==> src/hw/ebp_pkg.sv <==
`default_nettype none
package ebp_pkg;
    // register byte addresses on the bus
    localparam logic [7:0] ADDR_DUTY   = 8'h00;
    localparam logic [7:0] ADDR_CTRL   = 8'h04;
    localparam logic [7:0] ADDR_PER    = 8'h08;
    localparam logic [7:0] ADDR_TCON   = 8'h0C;
    localparam logic [7:0] ADDR_DBAND  = 8'h10;
    localparam logic [7:0] ADDR_SHADOW = 8'h14;
    localparam logic [7:0] ADDR_TIMER  = 8'h18;

    localparam logic [7:0] RST_BYTE = 8'h00;
    localparam logic [2:0] RST_TCON = 3'h0;

    // pwm_control_reg fields
    localparam int CTRL_DIR     = 7;
    localparam int CTRL_CFG_LO  = 6;
    localparam int CTRL_DLO_HI  = 5;
    localparam int CTRL_DLO_LO  = 4;
    localparam int CTRL_MODE_HI = 3;
    localparam int CTRL_MODE_LO = 2;
    localparam int CTRL_POL_AC  = 1;
    localparam int CTRL_POL_BD  = 0;
    localparam logic [1:0] MODE_PWM = 2'h3;

    // period_timer_control fields
    localparam int TCON_RUN = 2;
    localparam int TCON_PS_HI = 1;

    // prescale_select codes and fine counter terminal values
    localparam logic [1:0] PS_1  = 2'h0;
    localparam logic [1:0] PS_4  = 2'h1;
    localparam logic [5:0] TERM_1  = 6'h03;
    localparam logic [5:0] TERM_4  = 6'h0F;
    localparam logic [5:0] TERM_16 = 6'h3F;

    // deadband_count field, one step is four clocks
    localparam int DB_HI    = 6;
    localparam int DB_SHIFT = 2;

    typedef enum logic [1:0] {
        CFG_SINGLE = 2'b00,
        CFG_FWD    = 2'b01,
        CFG_HALF   = 2'b10,
        CFG_REV    = 2'b11
    } ebp_cfg_e;
endpackage
`default_nettype wire

==> src/hw/ebp_pwm.sv <==
// Overview of operation
// - duty is duty_high_byte as upper eight bits, control bits 5:4 lower two
// - duty writes allowed anytime; shadow loads only at period match
// - shadow register ignores software writes while pwm mode selected
// - output clears when shadow plus latch equals timer with sub bits
// - duty beyond period never clears the output in that period
// - config 00 single, 10 half, 01 full forward, 11 full reverse
// - half-bridge drives pwm on A and its complement on B
// - half-bridge delays each rising edge by deadband count instruction cycles
// - deadband longer than active time keeps that output inactive
// - forward holds A active, modulates D; reverse holds C, modulates B
// - upper config bit sets direction, taking effect next pwm cycle
// - on direction change unmodulated outputs switch one timer tick early
// - from that switch to period start, B and D stay inactive
// - full-bridge has no deadband delay, even at direction change
// - prescale ratio 1, 4 or 16 from timer control bits 1:0
// - after timer equals limit: clear timer, set output unless zero, load
// - mode 11xx: bit 1 inverts A and C, bit 0 inverts B and D
// - controls load at period start; deadband at duty or period boundary
`timescale 1ns/1ps
`default_nettype none
module ebp_pwm (
    input  wire logic        clk,
    input  wire logic        rstn,
    input  wire logic        psel,
    input  wire logic        penable,
    input  wire logic        pwrite,
    input  wire logic [7:0]  paddr,
    input  wire logic [31:0] pwdata,
    output logic      [31:0] prdata,
    output logic             pready,
    output logic             pslverr,
    output logic             pwm_out_a,
    output logic             pwm_out_b,
    output logic             pwm_out_c,
    output logic             pwm_out_d,
    output logic             pwm_oe_a,
    output logic             pwm_oe_b,
    output logic             pwm_oe_c,
    output logic             pwm_oe_d
);
    logic [7:0]        duty_high_q;
    logic [7:0]        ctrl_q;
    logic [7:0]        period_q;
    logic [2:0]        tcon_q;
    logic [7:0]        dband_q;
    logic [7:0]        shadow_q;
    logic [1:0]        lsb_q;
    ebp_pkg::ebp_cfg_e cfg_act_q;
    logic [3:0]        mode_act_q;
    logic [6:0]        dband_act_q;
    logic              raw_q;
    logic              early_q;
    logic [31:0]       prdata_q;
    logic              pready_q;
    logic              pslverr_q;
    logic [7:0]        timer;
    logic [1:0]        sub;
    logic              last_tick;
    logic              pstart;
    logic              db_a;
    logic              db_b;
    logic              wr_en;
    logic              pwm_sel;
    logic              pwm_on;
    logic              fb_turn;
    logic              duty_match;
    logic [9:0]        duty_ext;
    logic [9:0]        duty_next;
    logic [9:0]        cnt_ext;
    logic [3:0]        lvl;
    logic [3:0]        en;
    logic [3:0]        inv;
    wire  [3:0]        out_w;
    wire  [3:0]        oe_w;

    function automatic logic is_full(input logic [1:0] c);
        return (c == ebp_pkg::CFG_FWD) || (c == ebp_pkg::CFG_REV);
    endfunction

    function automatic logic reg_hit(input logic [7:0] a);
        return (a == ebp_pkg::ADDR_DUTY) || (a == ebp_pkg::ADDR_CTRL) ||
               (a == ebp_pkg::ADDR_PER) || (a == ebp_pkg::ADDR_TCON) ||
               (a == ebp_pkg::ADDR_DBAND) || (a == ebp_pkg::ADDR_SHADOW) ||
               (a == ebp_pkg::ADDR_TIMER);
    endfunction

    function automatic logic [31:0] rd_word(input logic [7:0] a);
        unique case (a)
            ebp_pkg::ADDR_DUTY:   return 32'(duty_high_q);
            ebp_pkg::ADDR_CTRL:   return 32'(ctrl_q);
            ebp_pkg::ADDR_PER:    return 32'(period_q);
            ebp_pkg::ADDR_TCON:   return 32'(tcon_q);
            ebp_pkg::ADDR_DBAND:  return 32'(dband_q);
            ebp_pkg::ADDR_SHADOW: return 32'(shadow_q);
            ebp_pkg::ADDR_TIMER:  return 32'(timer);
            default:              return '0;
        endcase
    endfunction

    // bus slave: answer registered in setup, ready in the access cycle
    assign wr_en = psel && penable && pready_q && pwrite;

    always_ff @(posedge clk) begin
        if (!rstn) begin
            pready_q  <= 1'b0;
            pslverr_q <= 1'b0;
            prdata_q  <= '0;
        end else begin
            pready_q  <= psel && !penable;
            pslverr_q <= psel && !penable && !reg_hit(paddr);
            if (psel && !penable) begin
                prdata_q <= rd_word(paddr);
            end
        end
    end

    always_ff @(posedge clk) begin
        if (!rstn) begin
            duty_high_q <= ebp_pkg::RST_BYTE;
            ctrl_q      <= ebp_pkg::RST_BYTE;
            period_q    <= ebp_pkg::RST_BYTE;
            tcon_q      <= ebp_pkg::RST_TCON;
            dband_q     <= ebp_pkg::RST_BYTE;
        end else if (wr_en) begin
            unique case (paddr)
                ebp_pkg::ADDR_DUTY:  duty_high_q <= pwdata[7:0];
                ebp_pkg::ADDR_CTRL:  ctrl_q      <= pwdata[7:0];
                ebp_pkg::ADDR_PER:   period_q    <= pwdata[7:0];
                ebp_pkg::ADDR_TCON:  tcon_q      <= pwdata[2:0];
                ebp_pkg::ADDR_DBAND: dband_q     <= pwdata[7:0];
                default: ;
            endcase
        end
    end

    ebp_period_timer u_timer (
        .clk             (clk),
        .rstn            (rstn),
        .run             (tcon_q[ebp_pkg::TCON_RUN]),
        .prescale_select (tcon_q[ebp_pkg::TCON_PS_HI:0]),
        .period_limit    (period_q),
        .timer_q         (timer),
        .sub             (sub),
        .last_tick       (last_tick),
        .period_start_q  (pstart)
    );

    assign pwm_sel   = ctrl_q[ebp_pkg::CTRL_MODE_HI:ebp_pkg::CTRL_MODE_LO]
                       == ebp_pkg::MODE_PWM;
    assign pwm_on    = pwm_sel && (mode_act_q[ebp_pkg::CTRL_MODE_HI:
                       ebp_pkg::CTRL_MODE_LO] == ebp_pkg::MODE_PWM);
    assign duty_next = {duty_high_q,
                        ctrl_q[ebp_pkg::CTRL_DLO_HI:ebp_pkg::CTRL_DLO_LO]};
    assign duty_ext  = {shadow_q, lsb_q};
    assign cnt_ext   = {timer, sub};
    assign duty_match = duty_ext == cnt_ext;

    // double buffer: duty, configuration and mode move over at the period boundary
    always_ff @(posedge clk) begin
        if (!rstn) begin
            shadow_q   <= ebp_pkg::RST_BYTE;
            lsb_q      <= '0;
            cfg_act_q  <= ebp_pkg::CFG_SINGLE;
            mode_act_q <= '0;
        end else if (pstart) begin
            shadow_q   <= duty_high_q;
            lsb_q      <= duty_next[1:0];
            cfg_act_q  <= ebp_pkg::ebp_cfg_e'(ctrl_q[ebp_pkg::CTRL_DIR:
                          ebp_pkg::CTRL_CFG_LO]);
            mode_act_q <= ctrl_q[ebp_pkg::CTRL_MODE_HI:0];
        end else if (wr_en && paddr == ebp_pkg::ADDR_SHADOW && !pwm_sel) begin
            shadow_q   <= pwdata[7:0];
        end
    end

    always_ff @(posedge clk) begin
        if (!rstn) begin
            dband_act_q <= '0;
        end else if (pstart || (duty_match && raw_q)) begin
            dband_act_q <= dband_q[ebp_pkg::DB_HI:0];
        end
    end

    always_ff @(posedge clk) begin
        if (!rstn) begin
            raw_q <= 1'b0;
        end else if (pstart) begin
            raw_q <= duty_next != '0;
        end else if (duty_match) begin
            raw_q <= 1'b0;
        end
    end

    // pending direction change between two full-bridge configurations, true in any timer tick; early_q samples it only at last_tick
    assign fb_turn = is_full(cfg_act_q) &&
                     is_full(ctrl_q[ebp_pkg::CTRL_DIR:ebp_pkg::CTRL_CFG_LO]) &&
                     (ctrl_q[ebp_pkg::CTRL_DIR] != cfg_act_q[1]);

    always_ff @(posedge clk) begin
        if (!rstn || pstart) begin
            early_q <= 1'b0;
        end else if (last_tick && fb_turn && pwm_on) begin
            early_q <= 1'b1;
        end
    end

    ebp_deadband u_db_a (
        .clk      (clk),
        .rstn     (rstn),
        .in_level (raw_q),
        .count    (dband_act_q),
        .out_q    (db_a)
    );

    ebp_deadband u_db_b (
        .clk      (clk),
        .rstn     (rstn),
        .in_level (!raw_q),
        .count    (dband_act_q),
        .out_q    (db_b)
    );

    // channel order: 0 = A, 1 = B, 2 = C, 3 = D
    always_comb begin
        lvl = '0;
        en  = '0;
        if (pwm_on) begin
            unique case (cfg_act_q)
                ebp_pkg::CFG_SINGLE: begin
                    lvl[0] = raw_q;
                    en[0]  = 1'b1;
                end
                ebp_pkg::CFG_HALF: begin
                    lvl[0] = db_a;
                    lvl[1] = db_b;
                    en[0]  = 1'b1;
                    en[1]  = 1'b1;
                end
                ebp_pkg::CFG_FWD, ebp_pkg::CFG_REV: begin
                    en = '1;
                    if (early_q) begin
                        lvl[0] = !ctrl_q[ebp_pkg::CTRL_DIR];
                        lvl[2] = ctrl_q[ebp_pkg::CTRL_DIR];
                    end else if (cfg_act_q == ebp_pkg::CFG_FWD) begin
                        lvl[0] = 1'b1;
                        lvl[3] = raw_q;
                    end else begin
                        lvl[2] = 1'b1;
                        lvl[1] = raw_q;
                    end
                end
            endcase
        end
    end

    assign inv = {mode_act_q[ebp_pkg::CTRL_POL_BD],
                  mode_act_q[ebp_pkg::CTRL_POL_AC],
                  mode_act_q[ebp_pkg::CTRL_POL_BD],
                  mode_act_q[ebp_pkg::CTRL_POL_AC]};

    for (genvar i = 0; i < 4; i++) begin : g_ch
        logic o_q;
        logic e_q;
        always_ff @(posedge clk) begin
            if (!rstn) begin
                o_q <= 1'b0;
                e_q <= 1'b0;
            end else begin
                o_q <= en[i] && (lvl[i] ^ inv[i]);
                e_q <= en[i];
            end
        end
        assign out_w[i] = o_q;
        assign oe_w[i]  = e_q;
    end

    assign prdata    = prdata_q;
    assign pready    = pready_q;
    assign pslverr   = pslverr_q;
    assign pwm_out_a = out_w[0];
    assign pwm_out_b = out_w[1];
    assign pwm_out_c = out_w[2];
    assign pwm_out_d = out_w[3];
    assign pwm_oe_a  = oe_w[0];
    assign pwm_oe_b  = oe_w[1];
    assign pwm_oe_c  = oe_w[2];
    assign pwm_oe_d  = oe_w[3];
endmodule
`default_nettype wire

==> src/hw/ebp_period_timer.sv <==
`timescale 1ns/1ps
`default_nettype none
module ebp_period_timer (
    input  wire logic       clk,
    input  wire logic       rstn,
    input  wire logic       run,
    input  wire logic [1:0] prescale_select,
    input  wire logic [7:0] period_limit,
    output logic      [7:0] timer_q,
    output logic      [1:0] sub,
    output logic            last_tick,
    output logic            period_start_q
);
    logic [5:0] cnt_q;
    logic [5:0] term;
    logic       wrap;

    // fine count spans four clocks times the prescale ratio
    always_comb begin
        unique case (prescale_select)
            ebp_pkg::PS_1: begin
                term = ebp_pkg::TERM_1;
                sub  = cnt_q[1:0];
            end
            ebp_pkg::PS_4: begin
                term = ebp_pkg::TERM_4;
                sub  = cnt_q[3:2];
            end
            default: begin
                term = ebp_pkg::TERM_16;
                sub  = cnt_q[5:4];
            end
        endcase
    end

    assign wrap      = run && (cnt_q == term);
    assign last_tick = run && (timer_q == period_limit);

    always_ff @(posedge clk) begin
        if (!rstn || !run || wrap) begin
            cnt_q <= '0;
        end else begin
            cnt_q <= cnt_q + 6'h01;
        end
    end

    always_ff @(posedge clk) begin
        if (!rstn) begin
            timer_q <= ebp_pkg::RST_BYTE;
        end else if (wrap) begin
            timer_q <= (timer_q == period_limit) ? ebp_pkg::RST_BYTE
                                                 : timer_q + 8'h01;
        end
    end

    always_ff @(posedge clk) begin
        if (!rstn) begin
            period_start_q <= 1'b0;
        end else begin
            period_start_q <= wrap && (timer_q == period_limit);
        end
    end
endmodule
`default_nettype wire

==> src/hw/ebp_deadband.sv <==
`timescale 1ns/1ps
`default_nettype none
module ebp_deadband (
    input  wire logic       clk,
    input  wire logic       rstn,
    input  wire logic       in_level,
    input  wire logic [6:0] count,
    output logic            out_q
);
    logic [8:0] wait_q;
    logic [8:0] target;

    assign target = 9'(count) << ebp_pkg::DB_SHIFT;

    // rising edge waits, falling edge passes at once; a short pulse
    // that ends before the wait is over never shows
    always_ff @(posedge clk) begin
        if (!rstn || !in_level) begin
            out_q  <= 1'b0;
            wait_q <= '0;
        end else if (wait_q == target) begin
            out_q  <= 1'b1;
        end else begin
            wait_q <= wait_q + 9'h001;
        end
    end
endmodule
`default_nettype wire

==> config.mk <==
export PLATFORM = sky130hd
export DESIGN_NAME = ebp_pwm
export DESIGN_NICKNAME = d
export VERILOG_FILES = /design/src/hw/ebp_pkg.sv /design/src/hw/ebp_pwm.sv /design/src/hw/ebp_period_timer.sv /design/src/hw/ebp_deadband.sv
export SDC_FILE = /design/constraint.sdc
export NUM_CORES = 1
export LEC_CHECK = 0
export BUFFER_PORTS_ARGS = -buffer_cell sky130_fd_sc_hd__buf_4
export CORE_UTILIZATION = 60
export CTS_CLUSTER_DIAMETER = 50
export DETAILED_ROUTE_END_ITERATION = 10
export GPL_ROUTABILITY_DRIVEN = 0
export GPL_TIMING_DRIVEN = 0
export PLACE_DENSITY = 0.84
export SLEW_MARGIN = 20
export SYNTH_ARGS = -nofsm -noshare
export SYNTH_HDL_FRONTEND = slang
export SYNTH_SLANG_ARGS = --single-unit
==> constraint.sdc <==
create_clock -name clk -period 5.3 [get_ports clk]
set_input_delay 0.265 -clock clk [delete_from_list [all_inputs] [get_ports clk]]
set_output_delay 0.265 -clock clk [all_outputs]
set_load 0.1 [all_outputs]
==> key figures <==
Critical path
  • Reg2reg start: tcon_q[1]
  • R2R Path End: u_timer.timer_q[6]
  • CP max FO: 10
  • Crit. End Element: register
  • Worst setup path class: reg -> reg
  • Setup slack, reg-to-reg: 2.85 ns
  • Worst EP arrival: 2.70 ns
  • Worst setup SP type: register
  • Crit path from: tcon_q[1]
  • Reg2reg path depth: 6
  • Required time of the critical path: 5.56 ns

Clocking
  • CTS Buf Count: 9
  • CTS tree: done
  • PostCTS Resize Cnt: 0
  • Worst-Skew Late Latency: 0.38 ns
  • Clock root cell: clkbuf_8
  • Max clock buf depth: 2
  • Hold Buf Count CTS: 0
  • Sink Count: 112
  • Clock transition at the registers of the reported paths: 0.12 ns
  • Setup Buffers After CTS: 0
  • # H-tree levels: 3

GRT
  • Initial antenna violation count: 0
  • Number of global-route vias before repair: 4748
  • Met3 GRT Util: 5.08%
  • GR Util met1: 38.5%
  • First-pass GRT wire length: 22800 um
  • Global Route Usage Sum: 30.3%
  • Global-route layer with the greatest usage: met2
  • Met2 Resource Use GR: 50.7%
  • Total grt overflow: 0
  • Pin count of the biggest net entering global routing: 20

Layout
  • Layout area overhead: 12.9%
  • Fillers: 710
  • Ant diodes: 0
  • Net count, final: 766
  • Cell Count, Final, Fillers Out: 828
  • Share of layout cells above drive strength 1: 12.6%

STA
  • Worst rel slew slack: 38.0%
  • Setup tns final: 0 ns
  • Count of final setup violators: 0
  • Final max-slew violation count: 0
  • Number of hold violations in the final report: 0
  • Period utilization: 46.2%
  • Worst slew pin tran: 0.922 ns
  • RSZ-0062 raised after global routing: false
  • Fmax: 409 MHz
  • Clk_skew: 0.0203 ns
  • Final Critical Period: 2.45 ns

Floorplan
  • Initial Utilization: 62.6%
  • Row cnt: 34
  • Die Width: 98.1 um
  • Die Ht: 98.1 um
  • Ports: 87
  • Die area: 9620 um2
  • Core area: 8850 um2

Power and ir drop
  • Sw frac: 27.1%
  • Internal power: 1.15 mW
  • LEAKAGE: 2.46 nW
  • Pwr Total: 1.57 mW
  • Power Density: 251 nW/um2
  • Comb pwr share: 9.8%
  • Sequential share of power: 53.6%
  • Maximum vdd drop: 0.161 mV
  • Clock Power Share: 36.6%
  • Net Sw Power: 0.426 mW

Worst hold path
  • Hold path start: pwdata[3]
  • Hold path depth: 3
  • Worst Hold Class: in -> reg
  • WHS Endpoint: period_q[3]

Synthesis
  • Post-Synthesis Cells: 645
  • Commonest cells post-synth: 112 x dfxtp_1, 105 x nand2_1, 65 x nor2_1
  • Top-area cell type share of the netlist area: 40.5%
  • Post-synth top flop: dfxtp_1
  • Synth cell types: 50
  • Most numerous cell in the Yosys netlist: dfxtp_1
  • Cell accounting for the most synthesized area: dfxtp_1
  • Count of flip-flops with a built-in enable after synthesis: 0
  • Largest cells by area after synthesis: dfxtp_1 40%, mux2i_1 7.4%, nand2_1 7.1%
  • Sequential element share of the synthesized area: 40.5%
  • Syn Area/Cell: 8.59 um2
  • Post-synthesis cell area: 5540 um2
  • Synth Register Bits: 112
  • Ys Warns: 0
  • Post-synth ARST share: 0%

Drt
  • Avg WL per Cell: 16.9 um
  • Total wire length: 14000 um
  • Vias/cell: 5.92
  • DR vias: 4899
  • Starting DRT DRC Count: 431
  • Antenna Nets Post-Route: 0
  • Drt first pass iters: 8
  • DRC: 1

Place
  • Post-DP HPWL: 10500 um
  • Placed Cells incl. Taps: 812
  • Buffers on Ports: 36

Run status
  • Failing checks: design-rule violations
  • Status: finished, violations left

Job
  • Max-cap viol count: 0
[power groups by stage]
stage	Combinational (mW)	Sequential, mW	Clock (mW)
floorplan	0.117	0.867	0
global placement	0.149	0.862	0
detailed placement	0.151	0.862	0
CTS	0.151	0.843	0.580
global route	0.159	0.843	0.612
finish	0.154	0.843	0.575
[cell type report]
class | instances | area (um2) | area share [%]
multi-input combinational | 485 | 3010 | 48.2
clock inverter | 7 | 98.8 | 1.58
timing repair buffer | 36 | 270 | 4.32
inverter | 14 | 52.6 | 0.840
buffer | 57 | 318 | 5.08
sequential | 112 | 2240 | 35.9
clock buffer | 9 | 124 | 1.98
tap | 108 | 135 | 2.16
[per-stage QoR]
stage	hold slack, ns	cell area (um2)	util (%)	setup slack (ns)
2_1_floorplan	0.405	5630	-	2.82
3_3_place_gp	0.439	6030	68.2	2.95
3_5_place_dp	0.454	6030	68.2	2.89
4_1_cts	0.170	6250	70.7	2.87
5_1_grt	0.185	6250	70.7	2.65
6_report	0.175	6250	70.7	2.85
[state kept, by name, summed over array words and instances, names as in the netlist, 2 cells and up]
signal and count:
u_db_a.wait_q 9, dband_q 8, tcon_q 3, shadow_q 8
period_q 8, mode_act_q 4, u_db_b.wait_q 9, duty_high_q 8
u_timer.timer_q 8, prdata 8, u_timer.cnt_q 6, cfg_act_q 2
ctrl_q 8, lsb_q 2, dband_act_q 7
[critical path: stages (launching register included)]
cell and delay [ns]:
dfxtp_1 0.31, clkbuf_1 0.22, or4_1 0.57, a221oi_2 0.68, nand3_1 0.20, nand2_1 0.29
nor2_1 0.08
[logic make-up (layout without fill, tap and decap cells)]
| kind of cell | Yosys count | after routing | share of synthesized area (%) |
|---|---|---|---|
| simple gates | 244 | 244 | 20.0 |
| flops | 112 | 112 | 40.5 |
| compound gates | 105 | 105 | 13.0 |
| buf+inv | 71 | 123 | 6.69 |
| xor+xnor | 62 | 62 | 9.80 |
| mux | 44 | 44 | 8.63 |
| fa+ha+maj | 6 | 6 | 1.36 |
| other cells | 1 | 24 | 0.0677 |
[metal layers]
metal  vias to the layer above  share of wire, %  wire length (um)
met3                        46               8.4              1170
li1                       2316                 -                 -
met4                         0               3.2               450
met5                         -                 0                 0
met2                       238                48              6700
met1                      2299                40              5630
[cells in the final DEF, fill, tap and decap left out, types with 3 or more instances in the layout]
cell type,netlist,final
a21oi_1,43,43
a22o_1,3,3
a22oi_1,6,6
a31oi_1,3,3
and2_1,5,5
and3_1,8,8
and4_1,4,4
buf_1,4,4
buf_4,25,61
clkbuf_1,25,25
clkbuf_8,0,9
conb_1,1,24
dfxtp_1,112,112
ha_1,6,6
inv_1,14,14
inv_6,0,3
mux2i_1,41,41
mux4_2,3,3
nand2_1,105,105
nand2b_1,5,5
nand3_1,14,14
nand4_1,14,14
nor2_1,65,65
nor3_1,6,6
nor4_1,3,3
o2111ai_1,6,6
o211a_1,7,7
o211ai_1,5,5
o21ai_0,13,13
o22ai_1,4,4
o2bb2ai_1,4,4
or3_1,3,3
or4_1,3,3
xnor2_1,32,32
xor2_1,30,30
[worst max-delay path by stage]
stage                    endpoint  cells after the start
4_1_cts        u_timer.timer_q[6]                      6
3_3_place_gp   u_timer.timer_q[6]                      6
2_1_floorplan         shadow_q[0]                      5
6_report       u_timer.timer_q[6]                      6
3_5_place_dp   u_timer.timer_q[1]                      6
5_1_grt        u_timer.timer_q[5]                      6
No activity file was read; power rests on OpenSTA's default activity.
